===== src/logic/bsc_pkg.sv =====
package bsc_pkg;

    localparam int BSC_CHAIN_LEN = 49;
    localparam int BSC_IR_W = 5;

    // Positions of the group output-disable cells
    localparam int BSC_POS_DIS_LO = 19;
    localparam int BSC_POS_DIS_CTL = 26;
    localparam int BSC_POS_DIS_HI = 48;

    // Per-position maps, bit i stands for chain position i
    localparam logic [48:0] BSC_MAP_EMPTY = 49'h0_0000_0810_0000;
    localparam logic [48:0] BSC_MAP_INPUT = 49'h0_0000_0080_2000;
    localparam logic [48:0] BSC_MAP_OUTPUT = 49'h0_0000_0000_0000;
    localparam logic [48:0] BSC_MAP_GRP_LO = 49'h0_0000_006f_9fff;
    localparam logic [48:0] BSC_MAP_GRP_CTL = 49'h0_0000_f700_0000;
    localparam logic [48:0] BSC_MAP_GRP_HI = 49'h1_ffff_0000_0000;

    localparam logic [4:0] BSC_OP_EXTEST = 5'h00;
    localparam logic [4:0] BSC_OP_SAMPLE = 5'h01;
    localparam logic [4:0] BSC_OP_CLAMP = 5'h04;
    localparam logic [4:0] BSC_OP_HIGHZ = 5'h05;
    localparam logic [4:0] BSC_OP_BYPASS = 5'h1f;
    localparam logic [4:0] BSC_IR_CAPTURE = 5'h01;
    localparam logic [4:0] BSC_IR_RESET = 5'h1f;

    localparam logic [2:0] BSC_SYNC_RESET = 3'h0;
    localparam logic BSC_CELL_RESET = 1'b0;

    typedef enum logic [1:0] {
        BSC_KIND_NONE,
        BSC_KIND_IN,
        BSC_KIND_OUT,
        BSC_KIND_BIDIR
    } bsc_kind_e;

    typedef enum logic [3:0] {
        BSC_TLR, BSC_RTI, BSC_SEL_DR, BSC_CAP_DR, BSC_SH_DR, BSC_EX1_DR, BSC_PA_DR,
        BSC_EX2_DR, BSC_UPD_DR, BSC_SEL_IR, BSC_CAP_IR, BSC_SH_IR, BSC_EX1_IR,
        BSC_PA_IR, BSC_EX2_IR, BSC_UPD_IR
    } bsc_tap_e;

    // One-cycle strobes and mode levels shared by every cell
    typedef struct packed {
        logic capture;
        logic shift;
        logic update;
        logic drive;
        logic float_all;
    } bsc_ctl_s;

endpackage


===== src/logic/bsc_cell.sv =====
module bsc_cell
    import bsc_pkg::*;
#(
    parameter bsc_kind_e KIND = BSC_KIND_BIDIR
) (
    input wire logic clk_i,          // System clock
    input wire logic arst_n_i,       // Async reset, active low
    input wire bsc_ctl_s ctl_i,      // Strobes and modes
    input wire logic scan_i,         // Serial in from the TDI side
    input wire logic func_out_i,     // Functional output value
    input wire logic func_oe_i,      // Functional output enable
    input wire logic pin_in_i,       // Pin level, asynchronous
    input wire logic grp_en_i,       // Group not disabled
    output logic scan_o,             // Shift stage
    output logic upd_o,              // Update latch
    output logic pin_out_o,          // Pin drive value
    output logic pin_oe_o            // Pin drive enable
);

    logic [2:0] sync;
    logic pin_val;
    logic has_out;

    assign has_out = (KIND == BSC_KIND_OUT) || (KIND == BSC_KIND_BIDIR);

    always_ff @(posedge clk_i or negedge arst_n_i) begin
        if (!arst_n_i) begin
            sync <= BSC_SYNC_RESET;
            pin_val <= BSC_CELL_RESET;
        end else begin
            sync <= {sync[1:0], pin_in_i};
            if (sync[1] == sync[2]) begin
                pin_val <= sync[2];
            end
        end
    end

    always_ff @(posedge clk_i or negedge arst_n_i) begin
        if (!arst_n_i) begin
            scan_o <= BSC_CELL_RESET;
        end else if (ctl_i.capture) begin
            case (KIND)
                BSC_KIND_IN: scan_o <= pin_val;
                BSC_KIND_OUT: scan_o <= pin_oe_o ? pin_out_o : func_out_i;
                BSC_KIND_BIDIR: scan_o <= pin_val;
                default: scan_o <= BSC_CELL_RESET;
            endcase
        end else if (ctl_i.shift) begin
            scan_o <= scan_i;
        end
    end

    // Update latch holds the driven value between updates
    always_ff @(posedge clk_i or negedge arst_n_i) begin
        if (!arst_n_i) begin
            upd_o <= BSC_CELL_RESET;
        end else if (ctl_i.update) begin
            upd_o <= scan_o;
        end
    end

    always_ff @(posedge clk_i or negedge arst_n_i) begin
        if (!arst_n_i) begin
            pin_out_o <= 1'b0;
            pin_oe_o <= 1'b0;
        end else if (!has_out || ctl_i.float_all) begin
            pin_out_o <= 1'b0;
            pin_oe_o <= 1'b0;
        end else if (ctl_i.drive) begin
            pin_out_o <= upd_o;
            pin_oe_o <= grp_en_i;
        end else begin
            pin_out_o <= func_out_i;
            pin_oe_o <= func_oe_i;
        end
    end

endmodule


===== src/logic/bsc_chain.sv =====
// Contract
// - A one-bit bypass stage links TDI to TDO when selected.
// - Boundary cells form one serial chain from TDI to TDO.
// - Cells capture, shift and update per instruction and TAP state.
// - Input-only cells sample the pin and shift, never drive.
// - Output cells sample, shift and drive the pin from scan data.
// - Bidirectional cells also capture the incoming pin and hold outputs.
// - Position 0 is address/data bit 0; 20 and 27 have no terminal.
// - Cells 19, 26 and 48 disable their output groups under extest and clamp.
// - Five-bit instruction: extest, sample, clamp and highz codes.
// - All-ones instruction selects the bypass stage.
module bsc_chain
    import bsc_pkg::*;
#(
    parameter int CHAIN_LEN = BSC_CHAIN_LEN
) (
    input wire logic clk_i,                     // System clock, 25 MHz
    input wire logic arst_n_i,                  // Async reset, active low
    input wire logic tck_i,                     // Test clock, asynchronous
    input wire logic tms_i,                     // Test mode select
    input wire logic tdi_i,                     // Test data in
    output logic tdo_o,                         // Test data out
    output logic tdo_oe_o,                      // TDO drive enable
    input wire logic [CHAIN_LEN-1:0] func_out_i, // Functional output values
    input wire logic [CHAIN_LEN-1:0] func_oe_i,  // Functional output enables
    input wire logic [CHAIN_LEN-1:0] pin_in_i,   // Pin levels, asynchronous
    output logic [CHAIN_LEN-1:0] pin_out_o,      // Pin drive values
    output logic [CHAIN_LEN-1:0] pin_oe_o        // Pin drive enables
);

    logic [2:0] sync [3];
    logic [2:0] jtag_val;
    logic tck_val;
    logic tck_rise;
    logic tck_fall;
    bsc_tap_e state;
    bsc_tap_e next_state;
    logic [BSC_IR_W-1:0] ir;
    logic [BSC_IR_W-1:0] ir_sr;
    logic bypass_bit;
    logic sel_bsr;
    bsc_ctl_s ctl;
    logic [CHAIN_LEN-1:0] scan;
    logic [CHAIN_LEN-1:0] upd;
    logic [CHAIN_LEN-1:0] grp_en;
    logic [2:0] jtag_pins;
    logic in_cap_dr;
    logic in_sh_dr;
    logic in_upd_dr;
    logic in_cap_ir;
    logic in_sh_ir;
    logic in_upd_ir;
    logic op_extest;
    logic op_sample;
    logic op_clamp;
    logic op_highz;
    logic dis_lo;
    logic dis_ctl;
    logic dis_hi;

    // Test pins in synchroniser order: clock, mode select, data
    assign jtag_pins = {tdi_i, tms_i, tck_i};

    // Pin synchronisers: value accepted when the last two stages agree
    for (genvar s = 0; s < 3; s++) begin : g_sync
        always_ff @(posedge clk_i or negedge arst_n_i) begin
            if (!arst_n_i) begin
                sync[s] <= BSC_SYNC_RESET;
                jtag_val[s] <= 1'b0;
            end else begin
                sync[s] <= {sync[s][1:0], jtag_pins[s]};
                if (sync[s][1] == sync[s][2]) begin
                    jtag_val[s] <= sync[s][2];
                end
            end
        end
    end

    // Edge pulses last one cycle: settled level differs from the accepted one
    assign tck_val = jtag_val[0];
    assign tck_rise = (sync[0][1] == sync[0][2]) && sync[0][2] && !tck_val;
    assign tck_fall = (sync[0][1] == sync[0][2]) && !sync[0][2] && tck_val;

    always_comb begin
        next_state = state;
        case (state)
            BSC_TLR: next_state = jtag_val[1] ? BSC_TLR : BSC_RTI;
            BSC_RTI: next_state = jtag_val[1] ? BSC_SEL_DR : BSC_RTI;
            BSC_SEL_DR: next_state = jtag_val[1] ? BSC_SEL_IR : BSC_CAP_DR;
            BSC_CAP_DR: next_state = jtag_val[1] ? BSC_EX1_DR : BSC_SH_DR;
            BSC_SH_DR: next_state = jtag_val[1] ? BSC_EX1_DR : BSC_SH_DR;
            BSC_EX1_DR: next_state = jtag_val[1] ? BSC_UPD_DR : BSC_PA_DR;
            BSC_PA_DR: next_state = jtag_val[1] ? BSC_EX2_DR : BSC_PA_DR;
            BSC_EX2_DR: next_state = jtag_val[1] ? BSC_UPD_DR : BSC_SH_DR;
            BSC_UPD_DR: next_state = jtag_val[1] ? BSC_SEL_DR : BSC_RTI;
            BSC_SEL_IR: next_state = jtag_val[1] ? BSC_TLR : BSC_CAP_IR;
            BSC_CAP_IR: next_state = jtag_val[1] ? BSC_EX1_IR : BSC_SH_IR;
            BSC_SH_IR: next_state = jtag_val[1] ? BSC_EX1_IR : BSC_SH_IR;
            BSC_EX1_IR: next_state = jtag_val[1] ? BSC_UPD_IR : BSC_PA_IR;
            BSC_PA_IR: next_state = jtag_val[1] ? BSC_EX2_IR : BSC_PA_IR;
            BSC_EX2_IR: next_state = jtag_val[1] ? BSC_UPD_IR : BSC_SH_IR;
            BSC_UPD_IR: next_state = jtag_val[1] ? BSC_SEL_DR : BSC_RTI;
            default: next_state = BSC_TLR;
        endcase
    end

    // The controller moves only on a detected test-clock rise
    always_ff @(posedge clk_i or negedge arst_n_i) begin
        if (!arst_n_i) begin
            state <= BSC_TLR;
        end else if (tck_rise) begin
            state <= next_state;
        end
    end

    // Controller state and instruction decodes shared by the data paths
    assign in_cap_dr = (state == BSC_CAP_DR);
    assign in_sh_dr = (state == BSC_SH_DR);
    assign in_upd_dr = (state == BSC_UPD_DR);
    assign in_cap_ir = (state == BSC_CAP_IR);
    assign in_sh_ir = (state == BSC_SH_IR);
    assign in_upd_ir = (state == BSC_UPD_IR);
    assign op_extest = (ir == BSC_OP_EXTEST);
    assign op_sample = (ir == BSC_OP_SAMPLE);
    assign op_clamp = (ir == BSC_OP_CLAMP);
    assign op_highz = (ir == BSC_OP_HIGHZ);

    // Instruction register: shifted on rise, made current on fall in Update-IR
    always_ff @(posedge clk_i or negedge arst_n_i) begin
        if (!arst_n_i) begin
            ir_sr <= BSC_IR_RESET;
            ir <= BSC_IR_RESET;
        end else if (state == BSC_TLR) begin
            ir <= BSC_IR_RESET;
        end else if (tck_rise && in_cap_ir) begin
            ir_sr <= BSC_IR_CAPTURE;
        end else if (tck_rise && in_sh_ir) begin
            ir_sr <= {jtag_val[2], ir_sr[BSC_IR_W-1:1]};
        end else if (tck_fall && in_upd_ir) begin
            ir <= ir_sr;
        end
    end

    // Only extest and sample route the boundary chain; all else uses bypass
    assign sel_bsr = op_extest || op_sample;

    // Capture and shift act on the rise, update on the fall
    always_comb begin
        ctl.capture = tck_rise && in_cap_dr && sel_bsr;
        ctl.shift = tck_rise && in_sh_dr && sel_bsr;
        ctl.update = tck_fall && in_upd_dr && sel_bsr;
        ctl.drive = op_extest || op_clamp;
        ctl.float_all = op_highz;
    end

    // Bypass stage loads 0 on capture, then carries one TDI bit per rise
    always_ff @(posedge clk_i or negedge arst_n_i) begin
        if (!arst_n_i) begin
            bypass_bit <= 1'b0;
        end else if (tck_rise && in_cap_dr && !sel_bsr) begin
            bypass_bit <= 1'b0;
        end else if (tck_rise && in_sh_dr && !sel_bsr) begin
            bypass_bit <= jtag_val[2];
        end
    end

    // TDO enable is on only while a shift state moves data out
    always_ff @(posedge clk_i or negedge arst_n_i) begin
        if (!arst_n_i) begin
            tdo_oe_o <= 1'b0;
        end else if (tck_fall) begin
            tdo_oe_o <= in_sh_dr || in_sh_ir;
        end
    end

    // TDO moves on the fall so it is settled at the next test-clock rise
    always_ff @(posedge clk_i or negedge arst_n_i) begin
        if (!arst_n_i) begin
            tdo_o <= 1'b0;
        end else if (tck_fall && in_sh_ir) begin
            tdo_o <= ir_sr[0];
        end else if (tck_fall && in_sh_dr) begin
            tdo_o <= sel_bsr ? scan[0] : bypass_bit;
        end
    end

    // Group-disable latches at 1 switch their whole group off while extest or clamp drives the pins
    assign dis_lo = upd[BSC_POS_DIS_LO];
    assign dis_ctl = upd[BSC_POS_DIS_CTL];
    assign dis_hi = upd[BSC_POS_DIS_HI];

    // Position 0 is nearest TDO; TDI enters at the top position
    for (genvar i = 0; i < CHAIN_LEN; i++) begin : g_cell
        localparam bsc_kind_e KIND = BSC_MAP_EMPTY[i] ? BSC_KIND_NONE :
                                     BSC_MAP_INPUT[i] ? BSC_KIND_IN :
                                     BSC_MAP_OUTPUT[i] ? BSC_KIND_OUT : BSC_KIND_BIDIR;
        logic scan_in;

        assign scan_in = (i == CHAIN_LEN - 1) ? jtag_val[2] : scan[(i + 1) % CHAIN_LEN];
        assign grp_en[i] = !((BSC_MAP_GRP_LO[i] && dis_lo) ||
                             (BSC_MAP_GRP_CTL[i] && dis_ctl) ||
                             (BSC_MAP_GRP_HI[i] && dis_hi));

        bsc_cell #(
            .KIND(KIND)
        ) u_cell (
            .clk_i(clk_i),
            .arst_n_i(arst_n_i),
            .ctl_i(ctl),
            .scan_i(scan_in),
            .func_out_i(func_out_i[i]),
            .func_oe_i(func_oe_i[i]),
            .pin_in_i(pin_in_i[i]),
            .grp_en_i(grp_en[i]),
            .scan_o(scan[i]),
            .upd_o(upd[i]),
            .pin_out_o(pin_out_o[i]),
            .pin_oe_o(pin_oe_o[i])
        );
    end

endmodule


===== config.mk =====
export PLATFORM = sky130hd
export DESIGN_NAME = bsc_chain
export DESIGN_NICKNAME = d
export VERILOG_FILES = /design/src/logic/bsc_pkg.sv /design/src/logic/bsc_cell.sv /design/src/logic/bsc_chain.sv
export SDC_FILE = /design/constraint.sdc
export NUM_CORES = 1
export LEC_CHECK = 0
export BUFFER_PORTS_ARGS = -buffer_cell sky130_fd_sc_hd__buf_4
export CORE_MARGIN = 4
export CORE_UTILIZATION = 34
export CTS_CLUSTER_DIAMETER = 120
export DETAILED_ROUTE_END_ITERATION = 8
export HOLD_SLACK_MARGIN = 0.02
export PLACE_DENSITY = 0.63
export SETUP_SLACK_MARGIN = 0.1
export SLEW_MARGIN = 20
export SYNTH_ARGS = -nofsm -noshare
export SYNTH_HDL_FRONTEND = slang
export SYNTH_SLANG_ARGS = --single-unit

===== constraint.sdc =====
create_clock -name clk_i -period 2.8 [get_ports clk_i]
set_input_delay 0.28 -clock clk_i [delete_from_list [all_inputs] [get_ports clk_i]]
set_output_delay 0.28 -clock clk_i [all_outputs]
set_load 0.02 [all_outputs]

==> impl_metrics.env <==
export IMPL_clock_path_buffers=3
export IMPL_synth_top_area_cell="dfrtp_1"
export IMPL_clkTransAtPathRegs_ns=0.06
export IMPL_crit_chain="or4_1, or4b_4, mux2_4"
export IMPL_area_growth_pct=31.1
export IMPL_core_region_area_um2=42000
export IMPL_overflow=0
export IMPL_setup_violations=0
export IMPL_wire_per_inst_um=16.7
export IMPL_seq_area_frac_synth=0.694
export IMPL_fillers=3712
export IMPL_fin_nets=1514
export IMPL_multi_input_area_um2=3450
export IMPL_ant_nets=0
export IMPL_hold_slack_ns=0.0473
export IMPL_yosysWarnings=0
export IMPL_synthFlopType="dfrtp_1"
export IMPL_drive_gt1_frac=0.271
export IMPL_drtIter0Drc=602
export IMPL_skew_ns=0.0154
export IMPL_arrival_ns=2.97
export IMPL_rows=75
export IMPL_hpwl_um=20900
export IMPL_crit_path_max_incr_delay_ns=0.88
export IMPL_clock_sinks=401
export IMPL_viasPerCell=4.66
export IMPL_maxCapViolCount=0
export IMPL_max_freq_mhz=392
export IMPL_synth_edf_count=0
export IMPL_synth_area_per_cell_um2=13.4
export IMPL_grt_pass1_wl_um=52900
export IMPL_htree_levels=2
export IMPL_crit_required_ns=3.22
export IMPL_p_leak_nw=8.84
export IMPL_hold_path_class="input port to flop"
export IMPL_grt_max_degree=91
export IMPL_hold_viol_final=0
export IMPL_powerDensity_nw_per_um2=705
export IMPL_routed_wirelength_um=32400
export IMPL_start_util=0.344
export IMPL_setup_tns_ns=0
export IMPL_grt_pass1_vias=9314
export IMPL_cts_root_buf="clkbuf_16"
export IMPL_peakVddDrop_v=0.000317
export IMPL_crit_type="flop to flop"
export IMPL_dr_pass1_iters=5
export IMPL_io_buffers=233
export IMPL_io_pins=252
export IMPL_seq_area_um2=10000
export IMPL_grt_antenna_before_repair=2
export IMPL_fin_crit_ns=2.55
export IMPL_relSlewSlack=0.350
export IMPL_grt_setup_unrepaired="no"
export IMPL_dieHeight_um=214
export IMPL_vias=9017
export IMPL_status="completed"
export IMPL_worst_slew_pin_slew_ns=0.975
export IMPL_gp_congestion=0.818
export IMPL_cts_tree="yes"
export IMPL_critical_path_slowest_cell="or4b_4"
export IMPL_die_w_um=214
export IMPL_grt_use_total=0.141
export IMPL_synth_distinct_cells=43
export IMPL_route_detailed_drc=0
export IMPL_async_flop_share=1.00
export IMPL_syn_cell_area_um2=14500
export IMPL_ys_seq_elements=401
export IMPL_finalMaxSlewViolations=0
export IMPL_fin_crit_sh=0.911
export IMPL_clk_latency_ns=0.54
export IMPL_die_area_um2=45900
export IMPL_startpoint_type="flop"
export IMPL_syn_inst=1084
export IMPL_cts_buffers=41
export IMPL_synth_top_area_frac=0.676
export IMPL_critPathMaxFanout=45
export IMPL_synth_area_leaders="dfrtp_1 68%, buf_4 5.1%, mux2_4 4.1%"
export IMPL_endpoint_kind="flop"
[state kept, by name (all words and copies together) (netlist names)]
| signal | cells |
|---|---|
| bypass_bit | 1 |
| g_cell.scan_in | 1 |
| g_cell.u_cell.pin_oe_o | 45 |
| g_cell.u_cell.pin_out_o | 45 |
| g_cell.u_cell.pin_val | 47 |
| g_cell.u_cell.scan_o | 49 |
| g_cell.u_cell.sync | 141 |
| g_cell.u_cell.upd_o | 45 |
| ir | 5 |
| ir_sr | 5 |
| jtag_val | 1 |
| state | 4 |
| sync | 9 |
| tck_val | 1 |
| tdo_o | 1 |
| tdo_oe_o | 1 |
[layout make-up]
cell class / count / area share
inverters: 9 / 0.00178
repair buffers: 387 / 0.177
clock inverters: 22 / 0.0157
well taps: 539 / 0.0355
flip-flops and latches: 401 / 0.530
multi-input cells: 520 / 0.182
clock buffers: 54 / 0.0582
diodes: 2 / 0.000264
[cells in the mapped netlist (all sizes together) (2+ instances only)]
cell and instances:
a21oi 96, a2bb2oi 47, a31oi 2, a32o 2, buf 115, clkbuf 46, dfrtp 391, dfstp 10
ha 2, inv 9, maj3 49, mux2 45, nand2 152, nand2b 5, nand3 13, nand4 3
nor2 9, nor2b 2, nor3 2, nor4 2, o211ai 2, o21ai 14, o22ai 49, or4 2
[final timing paths]
| path | slack, ns | start | cells after the start | to |
|---|---|---|---|---|
| setup / recovery | 0.25 | ir[1] | 3 | g_cell[7].u_cell.upd_o |
| hold / removal | 0.05 | func_out_i[44] | 3 | g_cell[44].u_cell.pin_out_o |
| setup reg to reg | 0.25 | ir[1] | 3 | g_cell[7].u_cell.upd_o |
| hold reg to reg | 0.34 | g_cell[40].u_cell.sync[0] | 0 | g_cell[40].u_cell.sync[1] |
| max in group asynchronous | 1.72 | arst_n_i | 3 | g_cell[4].u_cell.pin_oe_o |
| min in group asynchronous | 0.33 | arst_n_i | 2 | sync[1] |
[kinds of logic after synthesis]
group / after synthesis / share of synthesized area
adders and majority gates: 51 / 0.0356
and+or+nand+nor: 195 / 0.0560
buffers and inverters: 170 / 0.0723
other: 1 / 0.000259
muxes: 46 / 0.0461
AOI/OAI and AO/OA: 220 / 0.0958
DFF: 401 / 0.694
[layout by cell type (no fill, tap or decap), drive strengths merged, types with 14 or more instances in the layout]
| cell type | instances |
|---|---|
| nand2 | 152 |
| mux2 | 45 |
| maj3 | 49 |
| a2bb2oi | 47 |
| dfrtp | 391 |
| o21ai | 14 |
| a21oi | 96 |
| o22ai | 49 |
| clkbuf | 54 |
| buf | 249 |
| dlygate4sd3 | 138 |
[metal layers]
| metal | wire length (um) | track usage | up-vias | part of all wire |
|---|---|---|---|---|
| met5 | 0 | 0 | - | 0 |
| met4 | 853 | 0.0439 | 0 | 0.026 |
| met3 | 1820 | 0.0323 | 63 | 0.056 |
| met2 | 14600 | 0.213 | 293 | 0.45 |
| met1 | 15100 | 0.203 | 4464 | 0.47 |
| li1 | - | - | 4197 | - |
[report_power, final]
group	switching, W	leakage, nW	internal (W)	total (W)
combinational	0.000768	3.28	0.000687	0.00146
sequential	0.000264	4.89	0.00609	0.00635
clock	0.00221	0.682	0.00336	0.00558
total	0.00325	8.84	0.0101	0.0134
[worst max-delay path: cells and delay by family (launching register included)]
family	cells	cell delay [ns]
AND/OR/NAND/NOR	2	1.55
multiplexers	1	0.43
flip-flops	1	0.39
[stage by stage]
step	area, um2	setup WS (ns)	total power (W)	instances	util
3_5_place_dp	16200	0.267	0.00775	1718	0.385
3_3_place_gp	16200	0.302	0.00771	1718	0.385
5_1_grt	19000	0.178	0.0140	1934	0.451
4_1_cts	19000	0.248	0.0136	1932	0.451
2_1_floorplan	14500	0.598	0.00723	1091	-
6_report	19000	0.248	0.0134	1934	0.451
[what timing repair did]
| action | 4_1_cts | 5_1_grt |
|---|---|---|
| setup endpoints to repair | 0 | 0 |
| resized for setup | 0 | 0 |
| endpoints found under the hold margin | 204 | 0 |
| setup buffers | 0 | 0 |
| hold buffers | 138 | 0 |
Note: power is estimated with default switching activity, not from simulation.
